--- config.mk ---
export PLATFORM = sky130hd
export DESIGN_NAME = prps_top
export DESIGN_NICKNAME = d
export VERILOG_FILES = /design/src/prps_pkg.sv /design/src/prps_top.sv /design/src/prps_phase_ctrl.sv
export VERILOG_INCLUDE_DIRS = /design/src
export SDC_FILE = /design/constraint.sdc
export NUM_CORES = 1
export LEC_CHECK = 0
export ABC_AREA = 1
export BUFFER_PORTS_ARGS = -buffer_cell sky130_fd_sc_hd__buf_4
export CAP_MARGIN = 25
export CORE_MARGIN = 2
export CORE_UTILIZATION = 55
export CTS_CLUSTER_DIAMETER = 200
export DETAILED_ROUTE_END_ITERATION = 8
export HOLD_SLACK_MARGIN = 0.02
export PLACE_DENSITY = 0.75
export SYNTH_ARGS = -nofsm -noshare
export SYNTH_HDL_FRONTEND = slang
export SYNTH_SLANG_ARGS = --single-unit
--- constraint.sdc ---
create_clock -name core_clk_in -period 4.07 [get_ports core_clk_in]
set_input_delay 0.407 -clock core_clk_in [delete_from_list [all_inputs] [get_ports core_clk_in]]
set_output_delay 0.407 -clock core_clk_in [all_outputs]
set_load 0.01 [all_outputs]
--- src/prps_params.svh ---
// Constants for the parallel receiver phasing selector
`ifndef PRPS_PARAMS_SVH
`define PRPS_PARAMS_SVH
// ==========================================
// Phasing
`define PRPS_DECIM        8'h30
`define PRPS_CNT_W        8
`define PRPS_CNT_RST      8'h00
`define PRPS_CNT_ONE      8'h01
`define PRPS_NCHIP        6
`define PRPS_PH0          8'h00
`define PRPS_PH4_1        8'h0B
`define PRPS_PH4_2        8'h17
`define PRPS_PH4_3        8'h23
`define PRPS_PH6_1        8'h07
`define PRPS_PH6_2        8'h0F
`define PRPS_PH6_3        8'h17
`define PRPS_PH6_4        8'h1F
`define PRPS_PH6_5        8'h27
// ==========================================
// Data
`define PRPS_DW           16
`define PRPS_WORD_RST     16'h0000
`endif

--- src/prps_pkg.sv ---
// Types for the parallel receiver phasing selector
`include "prps_params.svh"
package prps_pkg;
  typedef logic [`PRPS_CNT_W-1:0] prps_cnt_t;
  typedef logic [`PRPS_DW-1:0]    prps_word_t;
  typedef logic [`PRPS_NCHIP-1:0] prps_mask_t;
  typedef enum logic {
    PRPS_MODE_FOUR = 1'b0,
    PRPS_MODE_SIX  = 1'b1
  } prps_mode_e;
  typedef enum logic [1:0] {
    PRPS_ST_IDLE = 2'b00,
    PRPS_ST_I    = 2'b01,
    PRPS_ST_Q    = 2'b10
  } prps_sel_st_e;
  typedef struct packed {
    logic       valid;
    logic       is_q;
    prps_word_t word;
  } prps_out_s;
endpackage

--- src/prps_top.sv ---
// Parallel receiver timing controller and output selector
//
// Overview of operation
// - Phasing counter runs modulo the per-chip decimation.
// - Count zero pulses chip one filter sync.
// - Four chips: pulses at counts 11, 23, 35.
// - Six chips: pulses at 0,7,15,23,31,39.
// - Merged output advances every 11 to 13 cycles with four chips, 7 to 9 with six.
// - Pulses drive each chip's filter sync input.
// - Oscillator and integrator syncs shared, all slaves.
// - Valid gates clock to latch chip data.
// - Valid steers latched data onto output latch.
// - Last quadrature word held during idle cycles.
// - Bursty output may be retimed by FIFO.
`timescale 1ns/100ps
`default_nettype none
`include "prps_params.svh"
module prps_top (
  // Clock and reset
  input  wire logic                       core_clk_in,
  input  wire logic                       reset_in,
  // Configuration
  input  wire prps_pkg::prps_mode_e       mode_in,
  input  wire logic                       sync_start_in,
  // Shared sync to all chips
  output logic                            oscillator_sync_input_out,
  output logic                            integrator_sync_inputs_out,
  // Per-chip filter-stage sync
  output logic [`PRPS_NCHIP-1:0]          filter_stage_sync_input_out,
  // Chip outputs
  input  wire logic [`PRPS_NCHIP-1:0]     output_valid_pulse_in,
  input  wire prps_pkg::prps_word_t       chip_data_in [`PRPS_NCHIP],
  // Merged output bus
  output prps_pkg::prps_out_s             merged_out,
  output logic                            merged_strobe_out,
  output logic [2:0]                      merged_chip_out,
  output prps_pkg::prps_cnt_t             phase_count_out
);
  import prps_pkg::*;

  // ==========================================
  // Pin synchronisers for chip outputs
  prps_mask_t valid_s1_ff;
  prps_mask_t valid_s2_ff;
  prps_mask_t valid_s3_ff;
  prps_mask_t valid_ok_ff;
  prps_word_t data_s1_ff [`PRPS_NCHIP];
  prps_word_t data_s2_ff [`PRPS_NCHIP];
  prps_word_t data_s3_ff [`PRPS_NCHIP];
  prps_word_t data_ok_ff [`PRPS_NCHIP];

  always_ff @(posedge core_clk_in) begin
    if (reset_in) begin
      valid_s1_ff <= '0;
      valid_s2_ff <= '0;
      valid_s3_ff <= '0;
      valid_ok_ff <= '0;
    end else begin
      valid_s1_ff <= output_valid_pulse_in;
      valid_s2_ff <= valid_s1_ff;
      valid_s3_ff <= valid_s2_ff;
      valid_ok_ff <= (valid_s2_ff & valid_s3_ff) | (valid_ok_ff & (valid_s2_ff | valid_s3_ff));
    end
  end

  always_ff @(posedge core_clk_in) begin
    for (int k = 0; k < `PRPS_NCHIP; k++) begin
      data_s1_ff[k] <= chip_data_in[k];
      data_s2_ff[k] <= data_s1_ff[k];
      data_s3_ff[k] <= data_s2_ff[k];
      // One more stage so data lines up with the filtered valid
      data_ok_ff[k] <= data_s3_ff[k];
    end
  end

  // ==========================================
  // Shared sync pulse, one cycle, to all chips as slaves
  logic start_ff;
  logic shared_sync_ff;

  always_ff @(posedge core_clk_in) begin
    if (reset_in) begin
      start_ff       <= 1'b0;
      shared_sync_ff <= 1'b0;
    end else begin
      start_ff       <= sync_start_in;
      shared_sync_ff <= sync_start_in & ~start_ff;
    end
  end

  assign oscillator_sync_input_out  = shared_sync_ff;
  assign integrator_sync_inputs_out = shared_sync_ff;

  // ==========================================
  // Phasing controller
  prps_phase_ctrl u_phase (
    .core_clk_in           (core_clk_in),
    .reset_in              (reset_in),
    .mode_in               (mode_in),
    .filter_stage_sync_out (filter_stage_sync_input_out),
    .phase_count_out       (phase_count_out)
  );

  // ==========================================
  // Chip select helper
  function automatic logic [2:0] prps_first_chip(input prps_mask_t m);
    logic [2:0] idx;
    idx = 3'h0;
    for (int k = `PRPS_NCHIP - 1; k >= 0; k--) begin
      if (m[k]) begin
        idx = k[2:0];
      end
    end
    return idx;
  endfunction

  // ==========================================
  // Per-chip input latches, enabled by that chip's valid
  prps_word_t in_latch_ff [`PRPS_NCHIP];
  prps_mask_t lat_ff;

  always_ff @(posedge core_clk_in) begin
    if (reset_in) begin
      lat_ff <= '0;
      for (int k = 0; k < `PRPS_NCHIP; k++) begin
        in_latch_ff[k] <= `PRPS_WORD_RST;
      end
    end else begin
      lat_ff <= valid_ok_ff;
      for (int k = 0; k < `PRPS_NCHIP; k++) begin
        if (valid_ok_ff[k]) begin
          in_latch_ff[k] <= data_ok_ff[k];
        end
      end
    end
  end

  // ==========================================
  // Output selector: I then Q from the active chip
  prps_sel_st_e st_ff;
  prps_sel_st_e nxt_st;
  prps_out_s    out_ff;
  logic         strobe_ff;
  logic [2:0]   chip_ff;
  logic         any_lat;
  logic [2:0]   sel;

  assign any_lat = |lat_ff;
  assign sel     = prps_first_chip(lat_ff);

  always_comb begin
    nxt_st = st_ff;
    case (st_ff)
      PRPS_ST_IDLE: begin
        if (any_lat) begin
          nxt_st = PRPS_ST_I;
        end
      end
      PRPS_ST_I: begin
        nxt_st = any_lat ? PRPS_ST_Q : PRPS_ST_IDLE;
      end
      PRPS_ST_Q: begin
        nxt_st = any_lat ? PRPS_ST_I : PRPS_ST_IDLE;
      end
      default: begin
        nxt_st = PRPS_ST_IDLE;
      end
    endcase
  end

  always_ff @(posedge core_clk_in) begin
    if (reset_in) begin
      st_ff <= PRPS_ST_IDLE;
    end else begin
      st_ff <= nxt_st;
    end
  end

  // Output latch clocked by the OR of all valids
  always_ff @(posedge core_clk_in) begin
    if (reset_in) begin
      out_ff    <= '0;
      strobe_ff <= 1'b0;
      chip_ff   <= 3'h0;
    end else if (any_lat) begin
      out_ff.word  <= in_latch_ff[sel];
      out_ff.valid <= 1'b1;
      out_ff.is_q  <= (st_ff == PRPS_ST_I);
      strobe_ff    <= 1'b1;
      chip_ff      <= sel;
    end else begin
      strobe_ff <= 1'b0;
    end
  end

  assign merged_out        = out_ff;
  // Strobe marks each burst word for any downstream retiming
  assign merged_strobe_out = strobe_ff;
  assign merged_chip_out   = chip_ff;
endmodule
`default_nettype wire

--- src/prps_phase_ctrl.sv ---
// Phasing counter and staggered filter-stage sync pulses
`timescale 1ns/100ps
`default_nettype none
`include "prps_params.svh"
module prps_phase_ctrl (
  // Clock and reset
  input  wire logic               core_clk_in,
  input  wire logic               reset_in,
  // Configuration
  input  wire prps_pkg::prps_mode_e mode_in,
  // Sync pulses
  output logic [`PRPS_NCHIP-1:0]  filter_stage_sync_out,
  output prps_pkg::prps_cnt_t     phase_count_out
);
  import prps_pkg::*;

  prps_cnt_t  count_ff;
  prps_mask_t sync_ff;
  prps_mask_t nxt_sync;

  // ==========================================
  // Modulo counter
  always_ff @(posedge core_clk_in) begin
    if (reset_in) begin
      count_ff <= `PRPS_CNT_RST;
    end else if (count_ff == `PRPS_DECIM - `PRPS_CNT_ONE) begin
      count_ff <= `PRPS_CNT_RST;
    end else begin
      count_ff <= count_ff + `PRPS_CNT_ONE;
    end
  end

  // ==========================================
  // Staggered decode
  always_comb begin
    nxt_sync    = '0;
    nxt_sync[0] = (count_ff == `PRPS_PH0);
    if (mode_in == PRPS_MODE_FOUR) begin
      nxt_sync[1] = (count_ff == `PRPS_PH4_1);
      nxt_sync[2] = (count_ff == `PRPS_PH4_2);
      nxt_sync[3] = (count_ff == `PRPS_PH4_3);
    end else begin
      nxt_sync[1] = (count_ff == `PRPS_PH6_1);
      nxt_sync[2] = (count_ff == `PRPS_PH6_2);
      nxt_sync[3] = (count_ff == `PRPS_PH6_3);
      nxt_sync[4] = (count_ff == `PRPS_PH6_4);
      nxt_sync[5] = (count_ff == `PRPS_PH6_5);
    end
  end

  // Registered one-cycle pulses to each chip
  always_ff @(posedge core_clk_in) begin
    if (reset_in) begin
      sync_ff <= '0;
    end else begin
      sync_ff <= nxt_sync;
    end
  end

  assign filter_stage_sync_out = sync_ff;
  assign phase_count_out       = count_ff;
endmodule
`default_nettype wire

==> results of run 1 <==
[power by group through the flow]
stage	Combinational, W	Sequential (W)	Clock (W)
after floorplan	0.0000886	0.00594	0
after global routing	0.000315	0.00587	0.00489
after global placement	0.000202	0.00596	0
after CTS	0.000282	0.00585	0.00464
after detailed placement	0.000206	0.00597	0
final	0.000286	0.00585	0.00458
[placed cells by master, fill, tap and decap left out, types with 2 or more instances in the layout]
| cell type | count |
|---|---|
| a21oi_1 | 43 |
| clkbuf_16 | 53 |
| clkinvlp_4 | 2 |
| inv_2 | 3 |
| dlygate4sd3_1 | 96 |
| dfxtp_1 | 454 |
| clkinv_1 | 3 |
| nand3_2 | 8 |
| clkinv_2 | 6 |
| nor2_1 | 182 |
| edfxtp_1 | 96 |
| nand3_1 | 80 |
| ha_1 | 2 |
| buf_4 | 147 |
| bufinv_16 | 2 |
| inv_1 | 224 |
| o22ai_1 | 2 |
| xor2_1 | 3 |
| nor3_1 | 5 |
| clkbuf_1 | 10 |
| inv_6 | 2 |
| o21ai_0 | 21 |
| nor3b_1 | 2 |
| clkbuf_8 | 9 |
| nand2_1 | 101 |
[metrics by stage]
step | std cells | instance area (sq um)
floorplan | 1272 | 15100
global placement | 1723 | 16400
detailed placement | 1723 | 16400
CTS | 1909 | 19000
global route | 1910 | 19000
finish | 1910 | 19000
[how the worst max path moves through the flow]
stage               startpoint                end  slack, ns  cells past startpoint
finish               lat_ff[2]      merged_out[4]       2.02                      6
global route         lat_ff[2]      merged_out[4]       1.83                      6
detailed placement   lat_ff[0]      merged_out[4]       1.67                      8
CTS                  lat_ff[0]      merged_out[4]       1.66                      8
floorplan             reset_in  in_latch_ff[0][0]       2.36                      4
global placement     lat_ff[0]      merged_out[5]       1.82                      8
[cell usage after synthesis, types with 2 or more instances]
library cell,instances,share of area
a21oi_1,43,0.014
clkbuf_1,10,0.0025
nor2_1,182,0.045
ha_1,2,0.0017
nand2_1,102,0.025
nand3_1,80,0.027
buf_6,6,0.0045
o21ai_0,21,0.0070
buf_1,7,0.0017
nand3_2,8,0.0053
xor2_1,3,0.0017
edfxtp_1,96,0.19
nor3b_1,2,0.0010
nor3_1,5,0.0017
dfxtp_1,454,0.60
buf_4,3,0.0015
inv_1,225,0.056
o22ai_1,2,0.00083
buf_2,11,0.0037
inv_2,2,0.00050
[registers in the layout (all words and copies together), names as in the netlist]
name and cells:
data_ok_ff 96, st_ff 2, integrator_sync_inputs_out 1, valid_s3_ff 6, merged_chip_out 3, merged_strobe_out 1, start_ff 1, data_s3_ff 96
u_phase.filter_stage_sync_out 6, valid_s2_ff 6, merged_out 18, valid_s1_ff 6, lat_ff 6, in_latch_ff 96, valid_ok_ff 6, data_s2_ff 96
data_s1_ff 96, u_phase.phase_count_out 8
[cell type report]
cell class              instances  share of cell area
flip-flops and latches        550               0.629
repair buffers                244               0.110
multi-input cells             457               0.107
clock buffers                  73              0.0784
inverters                     228              0.0450
well taps                     341              0.0224
clock inverters                17             0.00848
[logic make-up (layout without fill, tap and decap cells)]
logic type,Yosys count,after routing
buf+inv,265,562
xor+xnor,3,3
simple gates,385,385
flops,550,550
fa+ha+maj,2,2
compound gates,67,67
[worst max-delay path: stages (launching register included)]
cell and delay, ns:
dfxtp_1 0.32, o21ai_2 0.67, inv_1 0.51, nand3_1 0.22, nand2_1 0.07, nand2_1 0.07
a21oi_1 0.07
[routing by layer]
metal  routed length (um)  share of wire
met5                    0              0
met4                  923          0.034
met3                 1670          0.061
met2                13800           0.50
met1                11000           0.40
[timing repair]
action | in CTS | in global routing
gates resized for setup | 0 | 0
hold buffers | 96 | 0
endpoints found under the hold margin | 96 | 0
==> results_dict.tcl, run 1 <==
set metrics [dict create \
    run_status "complete, no violations" \
    worst_slew_margin_rel 0.438 \
    grt-busiest-layer "met2" \
    rsz0062_at_grt "no" \
    r2r_start "lat_ff[2]" \
    synth_area_sq_um 15100 \
    synth_edf_count 96 \
    max_freq_mhz 487 \
    worst_slack_ns 2.02 \
    p_sw_frac 0.196 \
    yosys.cell_types.count 28 \
    maxCapViolations 0 \
    cts.sinks 550 \
    crit_arrival_ns 2.49 \
    p_sw_w 0.00210 \
    hold_end "valid_s1_ff[5]" \
    cts.htree.levels 2 \
    grt_pass1_wl_um 43500 \
    hold_viol 0 \
    n_antenna_cell 0 \
    grt_use_met1 0.231 \
    synth_xor_area_frac 0.00174 \
    fp.dieH_um 169 \
    async_reset_ff_frac 0 \
    grt_pass1_vias 8831 \
    worstHoldStart "output_valid_pulse_in[5]" \
    combPwrFrac 0.027 \
    std_cell_rows 60 \
    area_growth_syn_to_layout_pct 26.3 \
    synth-seq-cells 550 \
    whs_path_depth 3 \
    synth_ff_type "dfxtp_1" \
    synth_fp_nets 1380 \
    vias 8651 \
    ios 144 \
    die_w_um 169 \
    reg2reg_depth 6 \
    initial_core_util 0.559 \
    worstSetupEndpointType "flop" \
    nets 1639 \
    multiInputGateArea_sq_um 2030 \
    drcViolationCount 0 \
    seq_area_sq_um 12000 \
    cp_max_fo 18 \
    critPathRequiredTime_ns 4.50 \
    insertion_delay_ns 0.55 \
    viasPerCell 4.53 \
    antenna_found_initial 0 \
    synth_cells 1272 \
    clk_root_buffer_cell "clkbuf_16" \
    postRouteAntennaNets 0 \
    pwr-share-seq 0.546 \
    fin_util 0.706 \
    tightest_slew_ns 0.844 \
    grt_remaining_overflow 0 \
    critPathLaunchType "flop" \
    synthSimpleGateAreaFrac 0.108 \
    fillers 1809 \
    hpwl_um 16600 \
    clock_power_share 0.428 \
    path_clk_slew_ns 0.06 \
    whs_ns 0.0621 \
    synthAdderAreaFrac 0.00166 \
    yosysWarnings 0 \
    drtIter0Drc 596 \
    drt-total-wl_um 27400 \
    report.power.total_w 0.0107 \
    gp_congestion 0.862 \
    io_buffer_count 143 \
    power_density_nw_per_um2 563 \
    layout-drive-gt1-share 0.154 \
    synth_top_family_by_area "simple AND/OR/NAND/NOR gates" \
    finalSetupViolCount 0 \
    track_usage 0.195 \
    synth-seq-area-share 0.795 \
    avgSynthCellArea_sq_um 11.8 \
    wl_per_cell_um 14.4 \
    synth_compound_area_frac 0.0227 \
    vdd_drop_max_mv 0.386 \
    rrSetupSlack_ns 2.02 \
    period_share 0.505 \
    hold_path.class "in -> reg" \
    grt_start_max_net_pins 66 \
    internal-power_w 0.00862 \
    pre_cts_ws_ns 1.67 \
    core_sq_um 27000 \
    cts_buffer_depth 3 \
    muxShareOfSynthArea 0 \
    finClkSkew_ns 0.0135 \
    grtUsageMet2 0.347 \
    slew_viol_final 0 \
    cts_buffers 50 \
    met3_usage 0.0427 \
    die_area_sq_um 28700 \
    path_class "reg -> reg" \
    setup-tns-final_ns 0 \
    post_cts_buffers 0 \
    dr.pass1.iters 5 \
    fin_crit_ns 2.05 \
    rr_endpoint "merged_out[4]" \
    cts_tree "yes" \
    leakagePower_nw 8.66 \
]
Note: power is estimated with default switching activity, not from simulation.
==> run 2: changes to the inputs <==
--- a/config.mk
+++ b/config.mk
@@ -6,7 +6,7 @@
 export SDC_FILE = /design/constraint.sdc
 export NUM_CORES = 1
 export LEC_CHECK = 0
-export ABC_AREA = 1
+export ABC_AREA = 0
 export BUFFER_PORTS_ARGS = -buffer_cell sky130_fd_sc_hd__buf_4
 export CAP_MARGIN = 25
 export CORE_MARGIN = 2
==> constraint.sdc (replaced) <==
create_clock -name core_clk_in -period 1.9 [get_ports core_clk_in]
set_input_delay 0.19 -clock core_clk_in [delete_from_list [all_inputs] [get_ports core_clk_in]]
set_output_delay 0.19 -clock core_clk_in [all_outputs]
set_load 0.01 [all_outputs]
==> results_dict.tcl, run 2 <==
set metrics [dict create \
    rsz0062_at_grt "no" \
    dpl_cell_area_sq_um 15800 \
    critical_path.cell_chain "or4_4 -> nor2_2 -> o21ai_2 -> o221ai_1" \
    dr.pass1.iters 5 \
    path_clk_slew_ns 0.06 \
    r2r_start "lat_ff[2]" \
    worstSetupEndpointType "flop" \
    hold_end "valid_s3_ff[2]" \
    instances_no_fill 1570 \
    cts.htree.levels 2 \
    leakagePower_nw 7.50 \
    rr_endpoint "merged_out[9]" \
    power_density_nw_per_um2 1220 \
    clk_root_buffer_cell "clkbuf_16" \
    vias 7212 \
    critPathLaunchType "flop" \
    cts_buffer_depth 3 \
    grt_start_max_net_pins 28 \
    cts_tree "yes" \
    drt-total-wl_um 24000 \
    wl_per_cell_um 15.3 \
    track_usage 0.176 \
    hold_viol 0 \
    final_common_cell "dfxtp_1" \
    tightest_slew_ns 0.993 \
    finalSetupViolCount 0 \
    pre_cts_ws_ns 0.128 \
    rrSetupSlack_ns 0.10 \
    setup-tns-final_ns 0 \
    antenna_found_initial 0 \
    grt_remaining_overflow 0 \
    gp_congestion 0.786 \
    synth_fp_nets 1022 \
    cts.sinks 550 \
    whs_ns 0.0404 \
    cp_max_fo 16 \
    drcViolationCount 0 \
    die_w_um 165 \
    io_buffer_count 143 \
    async_reset_ff_frac 0 \
    synth_top_area_frac 0.636 \
    synth_cells 914 \
    synth_area_sq_um 14300 \
    postRouteAntennaNets 0 \
    fin_crit_ns 1.80 \
    path_class "reg -> reg" \
    synth_area_leaders "dfxtp_1 (64%), edfxtp_1 (20%), and2_1 (4.2%)" \
    vdd_drop_max_mv 0.771 \
    grt_pass1_wl_um 36700 \
    run_status "complete, no violations" \
    final_cell_mix "dfxtp_1 (454), buf_4 (158), dlygate4sd3_1 (104)" \
    worst_slack_ns 0.104 \
    yosys.cell_types.count 48 \
    std_cell_rows 58 \
    maxCapViolations 0 \
    whs_path_depth 2 \
    slowest_delay_ns 0.60 \
    insertion_delay_ns 0.55 \
    netlist_top_cells_count "dfxtp_1 (454), and2_1 (96), edfxtp_1 (96), nand2_1 (42)" \
    ios 144 \
    avgSynthCellArea_sq_um 15.6 \
    initial_core_util 0.564 \
    synth_ff_type "dfxtp_1" \
    yosysWarnings 0 \
    cts_buffers 49 \
    synth-seq-area-share 0.838 \
    n_antenna_cell 0 \
    layout-drive-gt1-share 0.210 \
    synth-seq-cells 550 \
    dp_cells 1373 \
    viasPerCell 4.59 \
    finClkSkew_ns 0.0159 \
    max_freq_mhz 557 \
    synth.most_common_cell "dfxtp_1" \
    cts-resized-gates 0 \
    crit_arrival_ns 2.25 \
    slowest_stage "or4_4" \
    synth_area_leader_cell "dfxtp_1" \
    grt_pass1_vias 7443 \
    slew_viol_final 0 \
    drtIter0Drc 355 \
    critPathRequiredTime_ns 2.35 \
    hpwl_um 13800 \
    synth_edf_count 96 \
    fp.dieH_um 165 \
    worstHoldStart "reset_in" \
    nets 1308 \
    reg2reg_depth 4 \
    period_share 0.945 \
    worst_slew_margin_rel 0.337 \
    fin_area_sq_um 18400 \
    die_area_sq_um 27300 \
    hold_path.class "in -> reg" \
    core_sq_um 25300 \
    area_growth_syn_to_layout_pct 28.5 \
]
## run 2: cell count changes in the layout (fill, tap and decap cells not counted), sizes merged, moves of 11 or more
cell    before  now
inv        230   11
nor2       184   28
and2         0   96
nand3       88    4
nand2      102   42
a21oi       43   12
nor2b        0   27
a211o        0   16
mux2i        0   16
o221ai       0   16
o22ai        2   16
o21ai       22   10
buf        148  159
## run 2: worst max-delay path by stage
stage | from | endpoint | slack (ns) | cells past startpoint
CTS | lat_ff[2] | merged_out[9] | 0.1 | 4
global placement | lat_ff[1] | merged_out[4] | 0.18 | 5
global route | u_phase.phase_count_out[0] | u_phase.phase_count_out[3] | 0.02 | 4
floorplan | lat_ff[5] | merged_out[0] | 0.34 | 6
detailed placement | lat_ff[1] | merged_out[12] | 0.13 | 5
finish | lat_ff[2] | merged_out[9] | 0.10 | 4
## run 2: kinds of logic after synthesis
family          Yosys count  synth area share
fa+ha+maj                 2           0.00175
compound gates           76            0.0441
xor+xnor                  4           0.00245
flops                   550             0.838
mux                      16            0.0112
simple gates            229            0.0900
buf+inv                  37            0.0125
## run 2: report_power, final
part | total [W] | internal [W] | switching, W
clock network | 0.00929 | 0.00525 | 0.00404
logic | 0.000538 | 0.000341 | 0.000197
registers | 0.0125 | 0.0124 | 0.000148
## run 2: layout make-up
class                      count  area (sq um)
clock buffer                  70          1390
clock inverter                21           164
fill                        1537          6960
inverter                       9          33.8
multi-input combinational    327          2150
sequential                   550         12000
tap                          330           413
timing repair buffer         263          2250
## run 2: repair_timing
action / in CTS / in global routing
hold buffers: 104 / 0
hold endpoints to repair: 106 / 0
buffers inserted: 0 / 0
## run 2: per-stage QoR
stage	utilization	total power (W)
floorplan	-	0.0128
global placement	0.622	0.0131
detailed placement	0.622	0.0131
CTS	0.724	0.0225
global route	0.725	0.0231
finish	0.725	0.0224
## run 2: worst max-delay path: cells and delay by family (launching register included)
family | cells | cell delay [ns]
AO/OA/AOI/OAI | 2 | 0.59
flip-flops | 1 | 0.36
AND/OR/NAND/NOR | 2 | 0.75
## run 2: routing by layer
metal  vias up  share of wire  global-route usage
li1       3645              -                   -
met5         -              0                   0
met1      3333           0.40               0.202
met3        46          0.051              0.0390
met4         0          0.026              0.0621
met2       188           0.52               0.323
